===== src/acsc_pkg.sv =====
package acsc_pkg;

  // ----------------------------------------------------------------
  // widths
  // ----------------------------------------------------------------
  localparam int ACSC_AW    = 8;
  localparam int ACSC_VW    = 10;
  localparam int ACSC_NFLAG = 5;

  // ----------------------------------------------------------------
  // register offsets
  // ----------------------------------------------------------------
  localparam logic [7:0] ACSC_OFF_STAT = 8'h00;
  localparam logic [7:0] ACSC_OFF_CTRL = 8'h04;
  localparam logic [7:0] ACSC_OFF_WDHI = 8'h24;
  localparam logic [7:0] ACSC_OFF_WDLO = 8'h28;
  localparam logic [7:0] ACSC_OFF_RES  = 8'h4C;
  localparam logic [7:0] ACSC_OFF_IRQ  = 8'h80;
  localparam logic [7:0] ACSC_OFF_MASK = 8'h84;

  // ----------------------------------------------------------------
  // status flag positions
  // ----------------------------------------------------------------
  localparam int ACSC_F_REG_START = 4;
  localparam int ACSC_F_INJ_START = 3;
  localparam int ACSC_F_INJ_END   = 2;
  localparam int ACSC_F_CONV_END  = 1;
  localparam int ACSC_F_WD        = 0;

  // ----------------------------------------------------------------
  // control field positions, masks, reset values
  // ----------------------------------------------------------------
  localparam int ACSC_C_CAL_LSB  = 25;
  localparam int ACSC_C_REG_WD   = 23;
  localparam int ACSC_C_INJ_WD   = 22;
  localparam int ACSC_C_DLEN_LSB = 13;
  localparam int ACSC_C_INJ_DISC = 12;
  localparam int ACSC_C_REG_DISC = 11;
  localparam int ACSC_C_AUTO     = 10;
  localparam int ACSC_C_WD_SGL   = 9;
  localparam int ACSC_C_WD_CH    = 0;

  localparam logic [31:0] ACSC_CTRL_MASK = 32'h06C0_FE1F;
  localparam logic [31:0] ACSC_CTRL_RST  = 32'h0200_0000;
  localparam logic [1:0]  ACSC_CAL_HALF  = 2'h1;
  localparam logic [1:0]  ACSC_CAL_3Q    = 2'h2;
  localparam logic [3:0]  ACSC_DCNT_RST  = 4'h1;
  localparam logic [9:0]  ACSC_THR_RST   = 10'h000;
  localparam logic [4:0]  ACSC_MASK_RST  = 5'h00;

  // ----------------------------------------------------------------
  // bus answers
  // ----------------------------------------------------------------
  localparam logic [1:0] ACSC_RESP_OKAY   = 2'h0;
  localparam logic [1:0] ACSC_RESP_DECERR = 2'h3;

endpackage


===== src/acsc_top.sv =====
// Notes on behaviour
// regular start sets status bit 4; writing 0 clears, 1 leaves it.
// injected start sets status bit 3; writing 0 clears, 1 leaves it.
// injected group end sets bit 2 after all injected channels; write 0 clears.
// end of regular or injected group sets conversion-end bit 1.
// bit 1 clears on write 0 or on reading the regular result.
// value outside threshold window sets bit 0; only writing 0 clears.
// calibration voltage bits 26:25, 01 half, 10 three quarters, reset 01.
// bit 23 enables watchdog on regular conversions.
// bit 22 enables watchdog on injected conversions.
// bits 15:13 give channels per trigger, code plus one.
// bit 12 puts injected group in discontinuous mode.
// bit 11 puts regular group in discontinuous mode.
// bit 10 starts injected group automatically after regular group.
// software disables injected external trigger before enabling auto switch.
// single-channel bit limits watchdog to the selected channel.
// software never combines auto switch with discontinuous, nor both groups.
// reserved bits read zero and ignore writes.
`timescale 1ns/100ps
`default_nettype none

module acsc_top (
  // clock and reset
  input  wire logic                        aclk,
  input  wire logic                        aresetn,
  // write address
  input  wire logic [acsc_pkg::ACSC_AW-1:0] awaddr,
  input  wire logic [2:0]                  awprot,
  input  wire logic                        awvalid,
  output var  logic                        awready,
  // write data
  input  wire logic [31:0]                 wdata,
  input  wire logic [3:0]                  wstrb,
  input  wire logic                        wvalid,
  output var  logic                        wready,
  // write response
  output var  logic [1:0]                  bresp,
  output var  logic                        bvalid,
  input  wire logic                        bready,
  // read address
  input  wire logic [acsc_pkg::ACSC_AW-1:0] araddr,
  input  wire logic [2:0]                  arprot,
  input  wire logic                        arvalid,
  output var  logic                        arready,
  // read data
  output var  logic [31:0]                 rdata,
  output var  logic [1:0]                  rresp,
  output var  logic                        rvalid,
  input  wire logic                        rready,
  // sequencer events
  input  wire logic                        seq_reg_start,
  input  wire logic                        seq_inj_start,
  input  wire logic                        seq_reg_done,
  input  wire logic                        seq_inj_done,
  // converted samples
  input  wire logic                        conv_valid,
  input  wire logic                        conv_injected,
  input  wire logic [4:0]                  conv_channel,
  input  wire logic [acsc_pkg::ACSC_VW-1:0] conv_value,
  // regular result
  input  wire logic [acsc_pkg::ACSC_VW-1:0] result_data,
  // control to sequencer and analog core
  output var  logic [1:0]                  calibration_voltage_select,
  output var  logic                        calibration_voltage_valid,
  output var  logic [2:0]                  discontinuous_length,
  output var  logic [3:0]                  disc_channel_count,
  output var  logic                        regular_discontinuous_enable,
  output var  logic                        injected_discontinuous_enable,
  output var  logic                        auto_injected_switch,
  // interrupt
  output var  logic                        irq
);

  import acsc_pkg::*;

  // ----------------------------------------------------------------
  // bus state
  // ----------------------------------------------------------------
  logic               awready_q, awready_d;
  logic               wready_q, wready_d;
  logic               bvalid_q, bvalid_d;
  logic [1:0]         bresp_q;
  logic               arready_q, arready_d;
  logic               rvalid_q, rvalid_d;
  logic [31:0]        rdata_q;
  logic [1:0]         rresp_q;
  logic               aw_have_q, aw_have_d;
  logic               w_have_q, w_have_d;
  logic [ACSC_AW-1:0] aw_addr_q;
  logic [31:0]        w_data_q;
  logic [3:0]         w_strb_q;

  // ----------------------------------------------------------------
  // block state
  // ----------------------------------------------------------------
  logic [31:0]         ctrl_q, ctrl_d;
  logic [ACSC_VW-1:0]  wd_high_q, wd_high_d;
  logic [ACSC_VW-1:0]  wd_low_q, wd_low_d;
  logic [4:0]          mask_q, mask_d;
  logic [3:0]          dcnt_q;
  logic                cal_ok_q;
  logic                irq_q;
  logic [ACSC_NFLAG-1:0] flag_q;
  logic [ACSC_NFLAG-1:0] irq_flag_q;

  // ----------------------------------------------------------------
  // handshakes
  // ----------------------------------------------------------------
  wire aw_fire  = awvalid & awready_q;
  wire w_fire   = wvalid & wready_q;
  wire ar_fire  = arvalid & arready_q;
  // one write at a time: each half held until both are present and no response is pending
  wire do_write = aw_have_q & w_have_q & ~bvalid_q;

  assign aw_have_d = aw_have_q ? ~do_write : aw_fire;
  assign w_have_d  = w_have_q ? ~do_write : w_fire;
  assign bvalid_d  = bvalid_q ? ~bready : do_write;
  assign awready_d = ~aw_have_d & ~bvalid_d;
  assign wready_d  = ~w_have_d & ~bvalid_d;
  assign rvalid_d  = rvalid_q ? ~rready : ar_fire;
  assign arready_d = ~rvalid_d;

  // ----------------------------------------------------------------
  // write decode
  // ----------------------------------------------------------------
  wire ws_stat = aw_addr_q == ACSC_OFF_STAT;
  wire ws_ctrl = aw_addr_q == ACSC_OFF_CTRL;
  wire ws_hi   = aw_addr_q == ACSC_OFF_WDHI;
  wire ws_lo   = aw_addr_q == ACSC_OFF_WDLO;
  wire ws_res  = aw_addr_q == ACSC_OFF_RES;
  wire ws_irq  = aw_addr_q == ACSC_OFF_IRQ;
  wire ws_mask = aw_addr_q == ACSC_OFF_MASK;
  wire ws_hit  = ws_stat | ws_ctrl | ws_hi | ws_lo | ws_res | ws_irq | ws_mask;

  wire do_stat = do_write & ws_stat;
  wire do_ctrl = do_write & ws_ctrl;

  wire [31:0] wr_lanes = {{8{w_strb_q[3]}}, {8{w_strb_q[2]}},
                          {8{w_strb_q[1]}}, {8{w_strb_q[0]}}};

  // reserved control bits never store anything
  assign ctrl_d = do_ctrl ?
                  (((ctrl_q & ~wr_lanes) | (w_data_q & wr_lanes)) & ACSC_CTRL_MASK) :
                  ctrl_q;

  assign wd_high_d = (do_write & ws_hi) ?
                     {w_strb_q[1] ? w_data_q[9:8] : wd_high_q[9:8],
                      w_strb_q[0] ? w_data_q[7:0] : wd_high_q[7:0]} : wd_high_q;
  assign wd_low_d  = (do_write & ws_lo) ?
                     {w_strb_q[1] ? w_data_q[9:8] : wd_low_q[9:8],
                      w_strb_q[0] ? w_data_q[7:0] : wd_low_q[7:0]} : wd_low_q;
  assign mask_d    = (do_write & ws_mask & w_strb_q[0]) ? w_data_q[4:0] : mask_q;

  // ----------------------------------------------------------------
  // control fields
  // ----------------------------------------------------------------
  wire [1:0] c_cal    = ctrl_q[ACSC_C_CAL_LSB +: 2];
  wire       c_reg_wd = ctrl_q[ACSC_C_REG_WD];
  wire       c_inj_wd = ctrl_q[ACSC_C_INJ_WD];
  wire [2:0] c_dlen   = ctrl_q[ACSC_C_DLEN_LSB +: 3];
  wire       c_wd_sgl = ctrl_q[ACSC_C_WD_SGL];
  wire [4:0] c_wd_ch  = ctrl_q[ACSC_C_WD_CH +: 5];

  // ----------------------------------------------------------------
  // analog watchdog
  // ----------------------------------------------------------------
  wire wd_grp_ok = conv_injected ? c_inj_wd : c_reg_wd;
  wire wd_ch_ok  = ~c_wd_sgl | (conv_channel == c_wd_ch);
  wire wd_out    = (conv_value > wd_high_q) | (conv_value < wd_low_q);
  wire wd_hit    = conv_valid & wd_grp_ok & wd_ch_ok & wd_out;

  // ----------------------------------------------------------------
  // read decode
  // ----------------------------------------------------------------
  wire rs_stat = araddr == ACSC_OFF_STAT;
  wire rs_ctrl = araddr == ACSC_OFF_CTRL;
  wire rs_hi   = araddr == ACSC_OFF_WDHI;
  wire rs_lo   = araddr == ACSC_OFF_WDLO;
  wire rs_res  = araddr == ACSC_OFF_RES;
  wire rs_irq  = araddr == ACSC_OFF_IRQ;
  wire rs_mask = araddr == ACSC_OFF_MASK;
  wire rs_hit  = rs_stat | rs_ctrl | rs_hi | rs_lo | rs_res | rs_irq | rs_mask;

  wire res_rd  = ar_fire & rs_res;
  wire irq_rd  = ar_fire & rs_irq;

  wire [31:0] rd_word =
      ({32{rs_stat}} & {27'h0000000, flag_q}) |
      ({32{rs_ctrl}} & ctrl_q) |
      ({32{rs_hi}}   & {22'h000000, wd_high_q}) |
      ({32{rs_lo}}   & {22'h000000, wd_low_q}) |
      ({32{rs_res}}  & {22'h000000, result_data}) |
      ({32{rs_irq}}  & {27'h0000000, irq_flag_q}) |
      ({32{rs_mask}} & {27'h0000000, mask_q});

  // ----------------------------------------------------------------
  // status flags
  // ----------------------------------------------------------------
  wire [ACSC_NFLAG-1:0] ev;
  wire [ACSC_NFLAG-1:0] stat_clr;

  assign ev[ACSC_F_REG_START] = seq_reg_start;
  assign ev[ACSC_F_INJ_START] = seq_inj_start;
  assign ev[ACSC_F_INJ_END]   = seq_inj_done;
  assign ev[ACSC_F_CONV_END]  = seq_reg_done | seq_inj_done;
  assign ev[ACSC_F_WD]        = wd_hit;

  // a written 1 leaves a flag alone; only a 0 in lane 0, or for bit 1 a result read, clears
  assign stat_clr[ACSC_F_REG_START] = do_stat & w_strb_q[0] & ~w_data_q[4];
  assign stat_clr[ACSC_F_INJ_START] = do_stat & w_strb_q[0] & ~w_data_q[3];
  assign stat_clr[ACSC_F_INJ_END]   = do_stat & w_strb_q[0] & ~w_data_q[2];
  assign stat_clr[ACSC_F_CONV_END]  = (do_stat & w_strb_q[0] & ~w_data_q[1]) | res_rd;
  assign stat_clr[ACSC_F_WD]        = do_stat & w_strb_q[0] & ~w_data_q[0];

  genvar gi;
  generate
    for (gi = 0; gi < ACSC_NFLAG; gi++) begin : g_flag
      acsc_sticky u_stat (
        .aclk    (aclk),
        .aresetn (aresetn),
        .set     (ev[gi]),
        .clr     (stat_clr[gi]),
        .flag_q  (flag_q[gi])
      );
      // interrupt copy is cleared by reading it, so polling status stays undisturbed
      acsc_sticky u_irq (
        .aclk    (aclk),
        .aresetn (aresetn),
        .set     (ev[gi]),
        .clr     (irq_rd),
        .flag_q  (irq_flag_q[gi])
      );
    end
  endgenerate

  // ----------------------------------------------------------------
  // registers
  // ----------------------------------------------------------------
  always_ff @(posedge aclk) begin
    if (!aresetn) begin
      awready_q <= 1'b0;
      wready_q  <= 1'b0;
      bvalid_q  <= 1'b0;
      arready_q <= 1'b0;
      rvalid_q  <= 1'b0;
      aw_have_q <= 1'b0;
      w_have_q  <= 1'b0;
    end else begin
      awready_q <= awready_d;
      wready_q  <= wready_d;
      bvalid_q  <= bvalid_d;
      arready_q <= arready_d;
      rvalid_q  <= rvalid_d;
      aw_have_q <= aw_have_d;
      w_have_q  <= w_have_d;
    end
  end

  always_ff @(posedge aclk) begin
    if (!aresetn) begin
      aw_addr_q <= '0;
      w_data_q  <= 32'h0000_0000;
      w_strb_q  <= 4'h0;
      bresp_q   <= ACSC_RESP_OKAY;
      rdata_q   <= 32'h0000_0000;
      rresp_q   <= ACSC_RESP_OKAY;
    end else begin
      if (aw_fire) aw_addr_q <= awaddr;
      if (w_fire) w_data_q <= wdata;
      if (w_fire) w_strb_q <= wstrb;
      if (do_write) bresp_q <= ws_hit ? ACSC_RESP_OKAY : ACSC_RESP_DECERR;
      if (ar_fire) rdata_q <= rd_word;
      if (ar_fire) rresp_q <= rs_hit ? ACSC_RESP_OKAY : ACSC_RESP_DECERR;
    end
  end

  always_ff @(posedge aclk) begin
    if (!aresetn) begin
      ctrl_q    <= ACSC_CTRL_RST;
      wd_high_q <= ACSC_THR_RST;
      wd_low_q  <= ACSC_THR_RST;
      mask_q    <= ACSC_MASK_RST;
      dcnt_q    <= ACSC_DCNT_RST;
      cal_ok_q  <= 1'b1;
      irq_q     <= 1'b0;
    end else begin
      ctrl_q    <= ctrl_d;
      wd_high_q <= wd_high_d;
      wd_low_q  <= wd_low_d;
      mask_q    <= mask_d;
      dcnt_q    <= {1'b0, c_dlen} + 4'h1;
      cal_ok_q  <= (c_cal == ACSC_CAL_HALF) | (c_cal == ACSC_CAL_3Q);
      irq_q     <= |(irq_flag_q & mask_q);
    end
  end

  // ----------------------------------------------------------------
  // outputs
  // ----------------------------------------------------------------
  assign awready = awready_q;
  assign wready  = wready_q;
  assign bvalid  = bvalid_q;
  assign bresp   = bresp_q;
  assign arready = arready_q;
  assign rvalid  = rvalid_q;
  assign rdata   = rdata_q;
  assign rresp   = rresp_q;

  assign calibration_voltage_select    = c_cal;
  assign calibration_voltage_valid     = cal_ok_q;
  assign discontinuous_length          = c_dlen;
  assign disc_channel_count            = dcnt_q;
  assign injected_discontinuous_enable = ctrl_q[ACSC_C_INJ_DISC];
  assign regular_discontinuous_enable  = ctrl_q[ACSC_C_REG_DISC];
  // sequencer must also see its injected external trigger off
  assign auto_injected_switch          = ctrl_q[ACSC_C_AUTO];
  assign irq                           = irq_q;
endmodule

`default_nettype wire


===== src/acsc_sticky.sv =====
`timescale 1ns/100ps
`default_nettype none

module acsc_sticky (
  // clock and reset
  input  wire logic aclk,
  input  wire logic aresetn,
  // set and clear
  input  wire logic set,
  input  wire logic clr,
  // flag
  output var  logic flag_q
);

  // set beats clear so an event in the clearing cycle survives
  always_ff @(posedge aclk) begin
    if (!aresetn) begin
      flag_q <= 1'b0;
    end else if (set) begin
      flag_q <= 1'b1;
    end else if (clr) begin
      flag_q <= 1'b0;
    end
  end

endmodule

`default_nettype wire


===== config.mk =====
export PLATFORM = sky130hd
export DESIGN_NAME = acsc_top
export DESIGN_NICKNAME = d
export VERILOG_FILES = /design/src/acsc_pkg.sv /design/src/acsc_top.sv /design/src/acsc_sticky.sv
export SDC_FILE = /design/constraint.sdc
export NUM_CORES = 1
export LEC_CHECK = 0
export BUFFER_PORTS_ARGS = -buffer_cell sky130_fd_sc_hd__buf_2
export CORE_UTILIZATION = 35
export CTS_CLUSTER_DIAMETER = 200
export DETAILED_ROUTE_END_ITERATION = 8
export GPL_TIMING_DRIVEN = 0
export PLACE_DENSITY = 0.67
export SYNTH_ARGS = -nofsm -noshare
export SYNTH_HDL_FRONTEND = slang
export SYNTH_SLANG_ARGS = --single-unit

===== constraint.sdc =====
create_clock -name aclk -period 2 [get_ports aclk]
set_input_delay 0.1 -clock aclk [delete_from_list [all_inputs] [get_ports aclk]]
set_output_delay 0.1 -clock aclk [all_outputs]
set_load 0.1 [all_outputs]

# ---- Yosys cells after proc, flatten, opt, wreduce, memory -nomap -nowiden
# Cells that the tools add are included.
dict set report classes {
  add_sub_neg 1
  n_lt_le_gt_ge 2
  eq_ne 15
  n_mux 23
  n_bitwise 73
  n_reduce_logical 17
}
# op count
set ops {}
lappend ops {{$or A32 B32 Y32} 6}
lappend ops {{$and A32 B10 Y32} 3}
lappend ops {{$and A32 B5 Y32} 3}
lappend ops {{$and A27 B27 Y27} 2}
lappend ops {{$and A32 B27 Y32} 1}
lappend ops {{$eq A8 B6 Y1 const B} 4}
lappend ops {{$eq A8 B8 Y1 const B} 4}
lappend ops {{$not A27 Y27} 1}
lappend ops {{$or A27 B27 Y27} 1}
lappend ops {{$and A1 B1 Y1} 24}
lappend ops {{$mux W1} 21}
lappend ops {{$reduce_bool A2 Y1} 10}
lappend ops {{$or A1 B1 Y1} 17}
lappend ops {{$eq A8 B3 Y1 const B} 2}
lappend ops {{$eq A8 B7 Y1 const B} 2}
lappend ops {{$logic_not A8 Y1} 2}
lappend ops {{$not A1 Y1} 14}
lappend ops {{$gt A10 B10 Y1} 1}
lappend ops {{$lt A10 B10 Y1} 1}
lappend ops {{$reduce_and A2 Y1} 4}
lappend ops {{$and A5 B5 Y5} 1}
lappend ops {{$eq A5 B5 Y1} 1}
lappend ops {{$reduce_or A5 Y1} 1}
lappend ops {{$add A3 B1 Y4 const B} 1}
lappend ops {{3 further kinds} 4}
dict set report word_totals {
  regBits 139
  input_bits 96
  output_inout_bits 55
  word_cells 163
}

# ---- Depth between registers and ports, before layout
# Gate-level depths: netlist of the first run.
dict set report logic_depth {
  ltp_word 8
  depth_mapped 7
  depth_no_buf 7
}

# ---- Hierarchy
# Synthesis of the first run repeated with hierarchy kept, for this count alone.
dict set report hier_totals {
  hier_cells 632
  area_unflattened_um2 5581.6
}
# mod instances cells_each area_each_um2 seq_area_each_um2
set modules_own_cells {}
lappend modules_own_cells {acsc_top 1 602 5168.7 2162.1}
lappend modules_own_cells {acsc_sticky 10 3 41.3 20.0}

# ---- Worst setup path before layout of the first run
# Ideal clock, no wire load.
dict set report synth_timing {
  path_kind {reg-to-reg}
  from {reg bvalid_q (netlist: bvalid)}
  to {reg wd_low_q[3]}
  setup_time_ns 0.128
  arrival_time_ns 1.985
  setup_slack_ns -0.113
  stages_incl_launch_ff 6
  period_less_slack_ns 2.113
  path_cell_list {dfxtp_1 > nand4b_1 > or2_2 > clkbuf_1 > mux2i_1 > nor2_1}
}
dict set report synth_via {
  elab_chain_len 4
}
# item line
set synth_rtl {}
lappend synth_rtl {{from (decl)} acsc_top.sv:81} ;# logic bvalid_q, bvalid_d;
lappend synth_rtl {{from (signal assigned)} acsc_top.sv:251} ;# bvalid_q <= bvalid_d;
lappend synth_rtl {{$not A1 Y1} acsc_top.sv:113} ;# wire do_write = aw_have_q & w_have_q & ~bvalid_q;
lappend synth_rtl {{$and A1 B1 Y1} acsc_top.sv:113}
lappend synth_rtl {{$and A1 B1 Y1} acsc_top.sv:149} ;# assign wd_low_d = (do_write & ws_lo) ?
lappend synth_rtl {{$reduce_and A2 Y1 (no line)} --}
lappend synth_rtl {{to (signal assigned)} acsc_top.sv:289} ;# wd_low_q <= wd_low_d;
lappend synth_rtl {{to (decl)} acsc_top.sv:98} ;# logic [ACSC_VW-1:0] wd_low_q, wd_low_d;
# No other way between the ends.
# A chain may end at the register's enable or synchronous reset.

==> results of run 1 <==
placed cells by master (no fill, tap or decap), drive strengths merged, types with 4 or more instances in the layout:
| cell | instances |
|---|---|
| xnor2 | 5 |
| ha | 20 |
| nand4 | 5 |
| dfxtp | 118 |
| conb | 12 |
| clkbuf | 42 |
| dlygate4sd3 | 40 |
| clkinv | 6 |
| nand2 | 97 |
| o21ai | 22 |
| and2 | 5 |
| nor2 | 68 |
| inv | 28 |
| nand3 | 18 |
| nor3 | 9 |
| a21oi | 75 |
| nor4b | 4 |
| buf | 144 |
| mux2i | 41 |
| a22oi | 14 |
| or4 | 4 |
worst reg2reg max path: cells and delay by family (launching register included):
family | cells | cell delay, ns
buf+inv | 1 | 0.13
mux | 1 | 0.20
flops | 1 | 0.30
simple gates | 3 | 1.18
through the flow:
| stage | cells | utilization | TNS (ns) |
|---|---|---|---|
| 3_5_place_dp | 947 | 0.422 | -0.984 |
| 2_1_floorplan | 643 | - | 0 |
| 4_1_cts | 1019 | 0.489 | 0 |
| 6_report | 1017 | 0.490 | 0 |
| 3_3_place_gp | 947 | 0.422 | -0.642 |
| 5_1_grt | 1017 | 0.490 | 0 |
cells by family after synthesis:
family,count (synthesis)
xor+xnor,7
mux,44
simple gates,234
other cells,1
buf+inv,75
fa+ha+maj,20
flops,118
compound gates,133
timing repair:
item,in CTS,in global routing
pin swaps,0,1
setup endpoints to repair,12,28
hold buffers,40,0
resized for setup,2,3
hold endpoints to repair,44,0
gates cloned,0,0
final timing paths:
check	startpoint	endpoint
setup reg to reg	aw_addr_q[3]	flop
hold / removal	result_data[4]	rdata[4]
setup / recovery	aw_addr_q[3]	flop
hold reg to reg	w_data_q[14]	w_data_q[14]
power groups by stage:
stage          combinational [uW]  clock (uW)  sequential (uW)
2_1_floorplan                 365           0             2670
3_3_place_gp                  717           0             2520
3_5_place_dp                  721           0             2530
4_1_cts                       785        2970             2480
5_1_grt                       851        3090             2490
6_report                      793        2950             2480
layer usage:
layer,global-route usage,vias to the layer above,wire (um)
met3,0.0463,15,1020
li1,-,2543,-
met5,0,-,0
met2,0.335,178,7090
met4,0.0411,0,142
met1,0.264,2364,7190
final cells by class:
class	count	area, sq um	share of cell area
multi-input combinational	450	2700	0.374
sequential	118	2360	0.327
timing repair buffer	160	1000	0.139
clock buffer	20	447	0.0618
buffer	46	253	0.0350
tap	184	230	0.0319
clock inverter	12	129	0.0178
inverter	27	101	0.0140
==> PnR_summary.wiki, run 1 <==
{| class="wikitable"
! Metric !! Value
|-
| R2R setup slack || 0.07 ns
|-
| Worst hold-check slack || 0.0234 ns
|-
| DIE AREA || around 16000 sq um
|-
| CTS Root Buffer Type || clkbuf_16
|-
| Global placement routability congestion || 0.928
|-
| Crit-path slowest cell || or4_4
|-
| HPWL Detailed || 11.3 mm
|-
| Num CTS Buffers || 17
|-
| Number of storage elements in the synthesis netlist || roughly 120
|-
| Count of pins on the block boundary || 151
|-
| Total of max-cap violations || 0
|-
| Min-Delay Path Depth || 3
|-
| Starting density of the core || 0.363
|-
| Post-synthesis cell area || 5360 sq um
|-
| R2r worst-path depth || 5
|-
| Global-route wire length before repair || 24.7 mm
|-
| Comb pwr share || 0.127
|-
| Wire length per cell || 15.2 um
|-
| Critical path buffer and inverter count || 1
|-
| Number of design rule violations left after detail routing || 0
|-
| Cell area after placement || approximately 6200 sq um
|-
| Number of optimization iterations in the first detailed-route pass || 5
|-
| Post-synth EDFFs || 0
|-
| Peak per-stage delay on the critical path || 0.60 ns
|-
| Synthesized area divided by synthesized cell count || 8.48 sq um
|-
| Antenna-violating nets left || 0
|-
| Slew @ Worst Pin || between 0.7 and 0.8 ns
|-
| Critical Path Sink Type || flop
|-
| Largest net degree at the start of global routing || 17
|-
| Sequential share of the synthesized area || 0.441
|-
| Total global routing overflow || 0
|-
| Switching pwr || 1690 uW
|-
| Count of distinct cell types in the synthesized netlist || between 50 and 60
|-
| CTS H-tree lvls || 4
|-
| Top achievable clock speed || about 520 MHz
|-
| Worst-skew pair later-pin latency || 0.41 ns
|-
| Final layout net count || 936
|-
| Total of fill cells in the finished design || about 1400
|-
| Register clock-pin slew on the reported worst setup and hold paths || 0.06 ns
|-
| Global router's overall resource usage || 0.200
|-
| Number of global-route vias before repair || roughly 4900
|-
| Proportion of power drawn by flip-flops and latches || 0.398
|-
| Async SR Flop Fraction || 0
|-
| Req. time, crit path || between 2 and 2.5 ns
|-
| Arrival time of the worst setup path || 2.21 ns
|-
| Commonest cells in the netlist || 118 x dfxtp_1, 97 x nand2_1, 75 x a21oi_1
|-
| Critical path peak fanout || 9
|-
| Port Buffers || 120
|-
| Setup violations, final || 0
|-
| Yosys warning total || 0
|-
| Syn Inst Count || 632
|-
| Worst slew margin relative to its limit || 0.519
|-
| Combinational family with the most area after synthesis || simple AND/OR/NAND/NOR gates
|-
| Max-slew violations || 0
|-
| Multiplexer share of the synthesized area || 0.0871
|-
| Total inserted antenna cells || 0
|-
| Run status || finished, final reports clean
|-
| Final wirelength || 15.4 mm
|-
| Prevailing post-synth register cell || dfxtp_1
|-
| Relative area change from synthesis to final layout || 34.8%
|-
| Core box area || 14800 sq um
|-
| Clock tree sinks || 118
|-
| Critical path cell sequence || buf_6 > or4b_4 > or4_4 > mux2i_1 > nor2_1
|-
| Cell-internal power || about 4500 uW
|-
| Drt first-iter violations || 263
|-
| Via count || approximately 5000
|-
| Delay-heaviest family, CP || simple AND/OR/NAND/NOR gates
|-
| Top post-synthesis cells by area || dfxtp_1 44%, mux2i_1 7.7%, a21oi_1 7.0%, nand2_1 6.8%, nor2_1 4.8%
|-
| Static Leakage || 0.00316 uW
|-
| Clock tree from TritonCTS || yes
|-
| Worst Clk Skew || 0.00894 ns
|-
| Synth Area in XOR/XNOR || 0.0114
|-
| Cell Pwr Density || 861 nW/um^2
|-
| Post-Synth Adder-Cell Area || 0.0467
|-
| Hold Vio Cnt, Final || 0
|-
| Number of buffers inserted by post-CTS setup repair || 0
|-
| Ratio of final minimum period to clock period || 0.964
|-
| Die X || 126 um
|-
| Yosys top cell area share || 0.441
|-
| Critical path depth || 5
|-
| Fraction of layout instances using a drive strength above 1 || 0.221
|-
| Shortest clock period the worst path allows after layout || between 1.5 and 2 ns
|-
| CP Launch Type || flop
|-
| Design area || 7220 sq um
|-
| Via density || 5.01
|-
| Tightest Hold Check Type || in -> reg
|-
| Fraction of the mapped netlist area in compound gates || 0.144
|-
| Number of antenna violations at the first check in global routing || 0
|-
| Number of buffers on the longest clock path || 2
|-
| Leading cell type by number of instances after synthesis || dfxtp_1
|-
| Die boundary height || 126 um
|-
| Basic-gate share of the synthesized area counting and, or, nand and nor cells || 0.201
|-
| Classification of the worst setup path || reg -> reg
|-
| Sum of internal, switching and leakage power || 6220 uW
|-
| Largest vdd supply drop || 0.631 mV
|-
| Relative contribution of the clock network to total power || 0.474
|-
| Post-synthesis cell type with the largest combined area || dfxtp_1
|-
| Setup Slack @ Placement || -0.0993 ns
|-
| Fraction of power spent switching nets || 0.271
|-
| Cell row count || 44
|-
| Unrepaired setup endpoints after global routing || no
|-
| Post-route setup slack || 0.0714 ns
|}
Power figures use the tool's default switching activity.
==> run 2: changes to the inputs <==
==> constraint.sdc (replaced) <==
create_clock -name aclk -period 2 [get_ports aclk]
set_input_delay 0.2 -clock aclk [delete_from_list [all_inputs] [get_ports aclk]]
set_output_delay 0.2 -clock aclk [all_outputs]
set_load 0.1 [all_outputs]
==> run 2 against run 1 <==
  * Worst setup slack lost 0.0082 ns
  * First-iteration DRC count grew 12%
  * Core utilization shrank 2.7 points
  * Fmax shrank 0.42%
  * Largest cell class unchanged
  * Via count shrank 4.0%
==> PnR_summary.wiki, run 2 (synthesis results as in run 1) <==
{| class="wikitable"
! Metric !! Value
|-
| Run status || finished, final reports clean
|-
| Total global routing overflow || 0 (unchanged)
|-
| Cell row count || 44 (unchanged)
|-
| Global placement routability congestion || 0.928 (unchanged)
|-
| DIE AREA || 15800 sq um (unchanged)
|-
| Wire length per cell || 15.2 um (+0.26%)
|-
| Final setup TNS || 0 ns (unchanged)
|-
| Worst Clk Skew || 0.0129 ns (+0.00396 ns)
|-
| Core box area || 14800 sq um (unchanged)
|-
| Clock tree sinks || 118 (unchanged)
|-
| Relative area change from synthesis to final layout || 27.3%
|-
| Number of hold buffers added after CTS || 0 (-100%)
|-
| HPWL Detailed || 11.3 mm (unchanged)
|-
| Drt first-iter violations || 295 (+12%)
|-
| CP Launch Type || flop
|-
| Number of antenna violations at the first check in global routing || 0 (unchanged)
|-
| CTS Root Buffer Type || clkbuf_16
|-
| Static Leakage || 0.00299 uW (-5.3%)
|-
| Commonest cells after routing, fill and taps aside || 121 x buf_2, 117 x dfxtp_1, 97 x nand2_1, 75 x a21oi_1, 68 x nor2_1
|-
| Setup Slack @ Placement || -0.0993 ns (unchanged)
|-
| Ratio of final minimum period to clock period || 0.968 (+0.00412)
|-
| Req. time, crit path || 2.28 ns (about the same)
|-
| Fraction of layout instances using a drive strength above 1 || 0.232 (+0.0111)
|-
| Slew @ Worst Pin || 0.741 ns (+0.0194 ns)
|-
| Die boundary height || 126 um (unchanged)
|-
| Total inserted antenna cells || 0 (unchanged)
|-
| Most common cell after layout, fill and taps aside || buf_2
|-
| Num CTS Buffers || 17 (unchanged)
|-
| Number of global-route vias before repair || 4664 (-5.4%)
|-
| Max-slew violations || 0 (unchanged)
|-
| Total of max-cap violations || 0 (unchanged)
|-
| Post-route setup slack || 0.0632 ns (-0.00823 ns)
|-
| Number of design rule violations left after detail routing || 0 (unchanged)
|-
| Largest vdd supply drop || 0.629 mV (-0.25%)
|-
| Critical register-to-register path startpoint || aw_addr_q[2]
|-
| CP startpoint || aw_addr_q[2]
|-
| Count of pins on the block boundary || 151 (unchanged)
|-
| Arrival time of the worst setup path || 2.22 ns (about the same)
|-
| Critical Path Sink Type || flop
|-
| Top achievable clock speed || 516 MHz (-0.42%)
|-
| Global-route wire length before repair || 23.8 mm (-3.7%)
|-
| CTS H-tree lvls || 4 (unchanged)
|-
| R2R setup slack || 0.06 ns (about the same)
|-
| Die X || 126 um (unchanged)
|-
| Via count || 4895 (-4.0%)
|-
| Non-filler cells, final || 977 (-3.9%)
|-
| Number of buffers on the longest clock path || 2 (unchanged)
|-
| Cell Pwr Density || 902 nW/um^2 (+4.7%)
|-
| Register clock-pin slew on the reported worst setup and hold paths || 0.06 ns (about the same)
|-
| Final layout net count || 896 (-4.3%)
|-
| Number of optimization iterations in the first detailed-route pass || 5 (unchanged)
|-
| Placed Cells || 947 (unchanged)
|-
| Via density || 5.01 (about the same)
|-
| Critical path peak fanout || 7 (-2)
|-
| Global router's overall resource usage || 0.194 (-0.00678)
|-
| Worst slew margin relative to its limit || 0.506 (-0.0129)
|-
| Unrepaired setup endpoints after global routing || no
|-
| Largest net degree at the start of global routing || 17 (unchanged)
|-
| Antenna-violating nets left || 0 (unchanged)
|-
| Port Buffers || 120 (unchanged)
|-
| Tightest Hold Check Type || in -> reg
|-
| Classification of the worst setup path || reg -> reg
|-
| Total of fill cells in the finished design || 1485 (+2.8%)
|-
| Starting density of the core || 0.363 (unchanged)
|-
| R2r worst-path depth || 4 (-1)
|-
| Hold Vio Cnt, Final || 0 (unchanged)
|-
| Clock tree from TritonCTS || yes
|-
| Final wirelength || 14.9 mm (-3.7%)
|-
| Shortest clock period the worst path allows after layout || 1.94 ns (+0.00823 ns)
|-
| Worst-skew pair later-pin latency || 0.41 ns (about the same)
|-
| Setup violations, final || 0 (unchanged)
|}
## run 2: through the flow
step                      cell area [sq um]  hold slack [ns]  total power, uW  utilization
after floorplan                        5400            0.317             3040            -
after CTS                              6820           0.0140             6170        0.462
after detailed placement               6230            0.434             3250        0.422
after global placement                 6230            0.423             3240        0.422
after global routing                   6820           0.0237             6360        0.463
final                                  6820           0.0196             6150        0.463
## run 2: power breakdown
group / internal, uW / leakage (uW) / switching (uW)
registers: 2420 / 0.000960 / 57.6
logic: 200 / 0.00176 / 529
clock network: 1860 / 0.000276 / 1080
## run 2: worst min path at each step
stage	start	endpoint	slack (ns)	cells past startpoint
floorplan	seq_inj_done	g_flag[2].u_irq.flag_q	0.32	2
global placement	seq_inj_start	g_flag[3].u_irq.flag_q	0.42	3
detailed placement	seq_reg_start	g_flag[4].u_irq.flag_q	0.43	3
CTS	awaddr[2]	aw_addr_q[2]	0.01	3
global route	awaddr[2]	aw_addr_q[2]	0.02	3
finish	awaddr[2]	aw_addr_q[2]	0.02	3
## run 2: layer usage
layer	wire (um)	vias up	global-route usage
li1	-	2460	-
met1	7180	2263	0.262
met2	6640	161	0.314
met3	945	11	0.0476
met4	108	0	0.0390
met5	0	-	0
## run 2: worst max-delay path, stage by stage, from the launching register on
cell     delay [ns]
dfxtp_1        0.42
or4b_4         0.54
or4_4          0.60
mux2i_1        0.19
nor2_1         0.05
## run 2: cell type report
cell class / instances / area [sq um] / area share
Inverter: 27 / 101 / 0.0149
Multi-Input combinational cell: 450 / 2700 / 0.396
Buffer: 46 / 253 / 0.0370
Sequential cell: 118 / 2360 / 0.346
Clock inverter: 12 / 129 / 0.0189
Clock buffer: 20 / 447 / 0.0655
Tap cell: 184 / 230 / 0.0337
Timing Repair Buffer: 120 / 601 / 0.0880
## run 2: timing repair
action	4_1_cts	5_1_grt
setup buffers	0	0
pin swaps	0	1
setup endpoints to repair	12	27
resized for setup	2	3
cloned	0	0
==> run 3: changes to the inputs <==
--- a/config.mk
+++ b/config.mk
@@ -6,11 +6,11 @@
 export NUM_CORES = 1
 export LEC_CHECK = 0
 export BUFFER_PORTS_ARGS = -buffer_cell sky130_fd_sc_hd__buf_2
-export CORE_UTILIZATION = 35
+export CORE_UTILIZATION = 47
 export CTS_CLUSTER_DIAMETER = 200
 export DETAILED_ROUTE_END_ITERATION = 8
 export GPL_TIMING_DRIVEN = 0
-export PLACE_DENSITY = 0.67
+export PLACE_DENSITY = 0.83
 export SYNTH_ARGS = -nofsm -noshare
 export SYNTH_HDL_FRONTEND = slang
 export SYNTH_SLANG_ARGS = --single-unit
==> run 3 against run 2 <==
  * Sequential power is essentially flat
  * Final cell count is 4.6% lower
  * Highest routed layer unchanged
  * Fmax is 0.42% higher
  * Critical path depth unchanged
  * Wire length hardly changed
  * Worst hold slack got worse by 0.0090 ns
  * Largest power group unchanged
  * Global-route usage up 6.8 points
  * Sequential cell count is the same
  * Register-to-register slack about the same
  * Largest cell class unchanged
  * Critical path type unchanged
==> PnR_summary.wiki, run 3 (synthesis results as in run 1) <==
{| class="wikitable"
! Metric !! Value
|-
| Core box area || 11000 sq um (-26%)
|-
| Clock tree from TritonCTS || yes
|-
| Hold Vio Cnt, Final || 0 (unchanged)
|-
| Number of global-route vias before repair || 4795 (+2.8%)
|-
| HPWL Detailed || 10.8 mm (-4.5%)
|-
| Fraction of layout instances using a drive strength above 1 || 0.236 (+0.00408)
|-
| Largest net degree at the start of global routing || 17 (unchanged)
|-
| Sum of internal, switching and leakage power || 6320 uW (+2.6%)
|-
| Final setup TNS || 0 ns (unchanged)
|-
| Worst-skew pair later-pin latency || 0.42 ns (about the same)
|-
| Met1 usage in global routing || 0.329 (+0.0672)
|-
| Die boundary height || 109 um (-13%)
|-
| Antenna-violating nets left || 0 (unchanged)
|-
| Proportion of power drawn by flip-flops and latches || 0.393 (-0.010)
|-
| Clock tree sinks || 118 (unchanged)
|-
| Setup violations, final || 0 (unchanged)
|-
| Via count || 5106 (+4.3%)
|-
| CTS H-tree lvls || 4 (unchanged)
|-
| Worst hold-check slack || 0.0106 ns (-0.00898 ns)
|-
| Die X || 109 um (-13%)
|-
| Comb pwr share || 0.115 (-0.004)
|-
| Static Leakage || 0.00300 uW (+0.15%)
|-
| Number of design rule violations left after detail routing || 0 (unchanged)
|-
| Worst slew margin relative to its limit || 0.536 (+0.0300)
|-
| Most used routing layer || met2
|-
| Count of pins on the block boundary || 151 (unchanged)
|-
| CP Launch Type || flop
|-
| Total of fill cells in the finished design || 951 (-36%)
|-
| Non-filler cells, final || 932 (-4.6%)
|-
| Via density || 5.48 (+9.3%)
|-
| Most common cell after layout, fill and taps aside || buf_2
|-
| Ratio of final minimum period to clock period || 0.964 (-0.00401)
|-
| Critical path peak fanout || 7 (unchanged)
|-
| CTS Root Buffer Type || clkbuf_16
|-
| Critical Path Sink Type || flop
|-
| Final layout net count || 895 (-0.11%)
|-
| Largest vdd supply drop || 0.671 mV (+6.6%)
|-
| Number of antenna violations at the first check in global routing || 0 (unchanged)
|-
| Total global routing overflow || 0 (unchanged)
|-
| Number of buffers on the longest clock path || 2 (unchanged)
|-
| Number of buffers inserted by post-CTS setup repair || 0 (unchanged)
|-
| Cell row count || 38 (-14%)
|-
| Unrepaired setup endpoints after global routing || no
|-
| Number of hold buffers added after CTS || 0 (unchanged)
|-
| Slew @ Worst Pin || 0.696 ns (-0.0450 ns)
|-
| Cell Pwr Density || 931 nW/um^2 (+3.2%)
|-
| Max-slew violations || 0 (unchanged)
|-
| Req. time, crit path || 2.29 ns (about the same)
|-
| Tightest Hold Check Type || in -> reg
|-
| R2R setup slack || 0.07 ns (about the same)
|-
| Arrival time of the worst setup path || 2.21 ns (about the same)
|-
| Port Buffers || 120 (unchanged)
|-
| Switching pwr || 1730 uW (+3.3%)
|-
| Final wirelength || 14.9 mm (about the same)
|-
| Wire length per cell || 16.0 um (+4.8%)
|-
| DIE AREA || 11800 sq um (-25%)
|-
| Register clock-pin slew on the reported worst setup and hold paths || 0.06 ns (about the same)
|-
| Worst Clk Skew || 0.00723 ns (-0.00567 ns)
|-
| Starting density of the core || 0.488 (+0.125)
|-
| Commonest cells after routing, fill and taps aside || 121 x buf_2, 115 x dfxtp_1, 97 x nand2_1, 75 x a21oi_1, 68 x nor2_1
|-
| Fraction of power spent switching nets || 0.273 (+0.00175)
|-
| Run status || finished, final reports clean
|-
| Classification of the worst setup path || reg -> reg
|-
| Num CTS Buffers || 17 (unchanged)
|-
| Total of max-cap violations || 0 (unchanged)
|-
| Top achievable clock speed || 518 MHz (+0.42%)
|-
| Global router's overall resource usage || 0.261 (+0.0678)
|-
| Relative area change from synthesis to final layout || 26.6%
|-
| Placed Cells || 903 (-4.6%)
|-
| Drt first-iter violations || 453 (+54%)
|-
| Relative contribution of the clock network to total power || 0.492 (+0.013)
|-
| Number of optimization iterations in the first detailed-route pass || 5 (unchanged)
|-
| Global-route wire length before repair || 23.3 mm (-2.3%)
|-
| GRT met2 Usage || 0.430 (+0.117)
|-
| Global placement routability congestion || 0.916 (-1.3%)
|-
| Total inserted antenna cells || 0 (unchanged)
|-
| Shortest clock period the worst path allows after layout || 1.93 ns (-0.00802 ns)
|-
| Cell-internal power || 4590 uW (+2.4%)
|-
| Met3 GRT Util || 0.0675 (+0.0200)
|}
run 3: cell types whose count changed in the layout (fill, tap and decap cells not counted), sizes merged:
cell and change:
clkbuf -2, bufinv +1, buf -1, clkinvlp -1
inv +2
run 3: worst max-delay path: stages (launching register included):
cell and delay, ns:
dfxtp_1 0.34, or4b_4 0.58, or4_4 0.60, mux2i_1 0.22
nor2_1 0.06
run 3: final timing paths:
| check | cells past startpoint | endpoint | start |
|---|---|---|---|
| worst min-delay path | 3 | g_flag[4].u_irq.flag_q | seq_reg_start |
| worst max-delay path | 4 | flop | aw_addr_q[1] |
| worst min register to register | 2 | w_data_q[13] | w_data_q[13] |
| worst max register to register | 4 | flop | aw_addr_q[1] |
run 3: power groups by stage:
stage	sequential (uW)	combinational, uW	clock (uW)
finish	2480	728	3110
global route	2490	780	3240
CTS	2480	719	3130
detailed placement	2530	715	0
global placement	2520	708	0
floorplan	2670	365	0
run 3: timing repair:
item                       in CTS  in global routing
gates resized for setup         4                  3
setup endpoints to repair      14                 16
pin swaps                       2                  1
run 3: area by class of cell:
cell class | instances | area, sq um | share of cell area
multi-input cells | 450 | 2700 | 0.398
flip-flops and latches | 118 | 2370 | 0.349
repair buffers | 120 | 601 | 0.0885
clock buffers | 18 | 429 | 0.0632
plain buffers | 45 | 241 | 0.0356
clock inverters | 14 | 175 | 0.0258
well taps | 140 | 175 | 0.0258
inverters | 27 | 101 | 0.0149
run 3: through the flow:
| stage | setup WS, ns | util | area, sq um |
|---|---|---|---|
| 2_1_floorplan | 0.0372 | - | 5400 |
| 3_3_place_gp | -0.122 | 0.563 | 6180 |
| 3_5_place_dp | -0.135 | 0.563 | 6180 |
| 4_1_cts | 0.0165 | 0.617 | 6770 |
| 5_1_grt | 0.0166 | 0.618 | 6790 |
| 6_report | 0.0712 | 0.618 | 6790 |
run 3: routing by layer:
| layer | vias up | part of all wire |
|---|---|---|
| met4 | 0 | 0.022 |
| met3 | 29 | 0.079 |
| met5 | - | 0 |
| li1 | 2464 | - |
| met1 | 2375 | 0.43 |
| met2 | 238 | 0.47 |
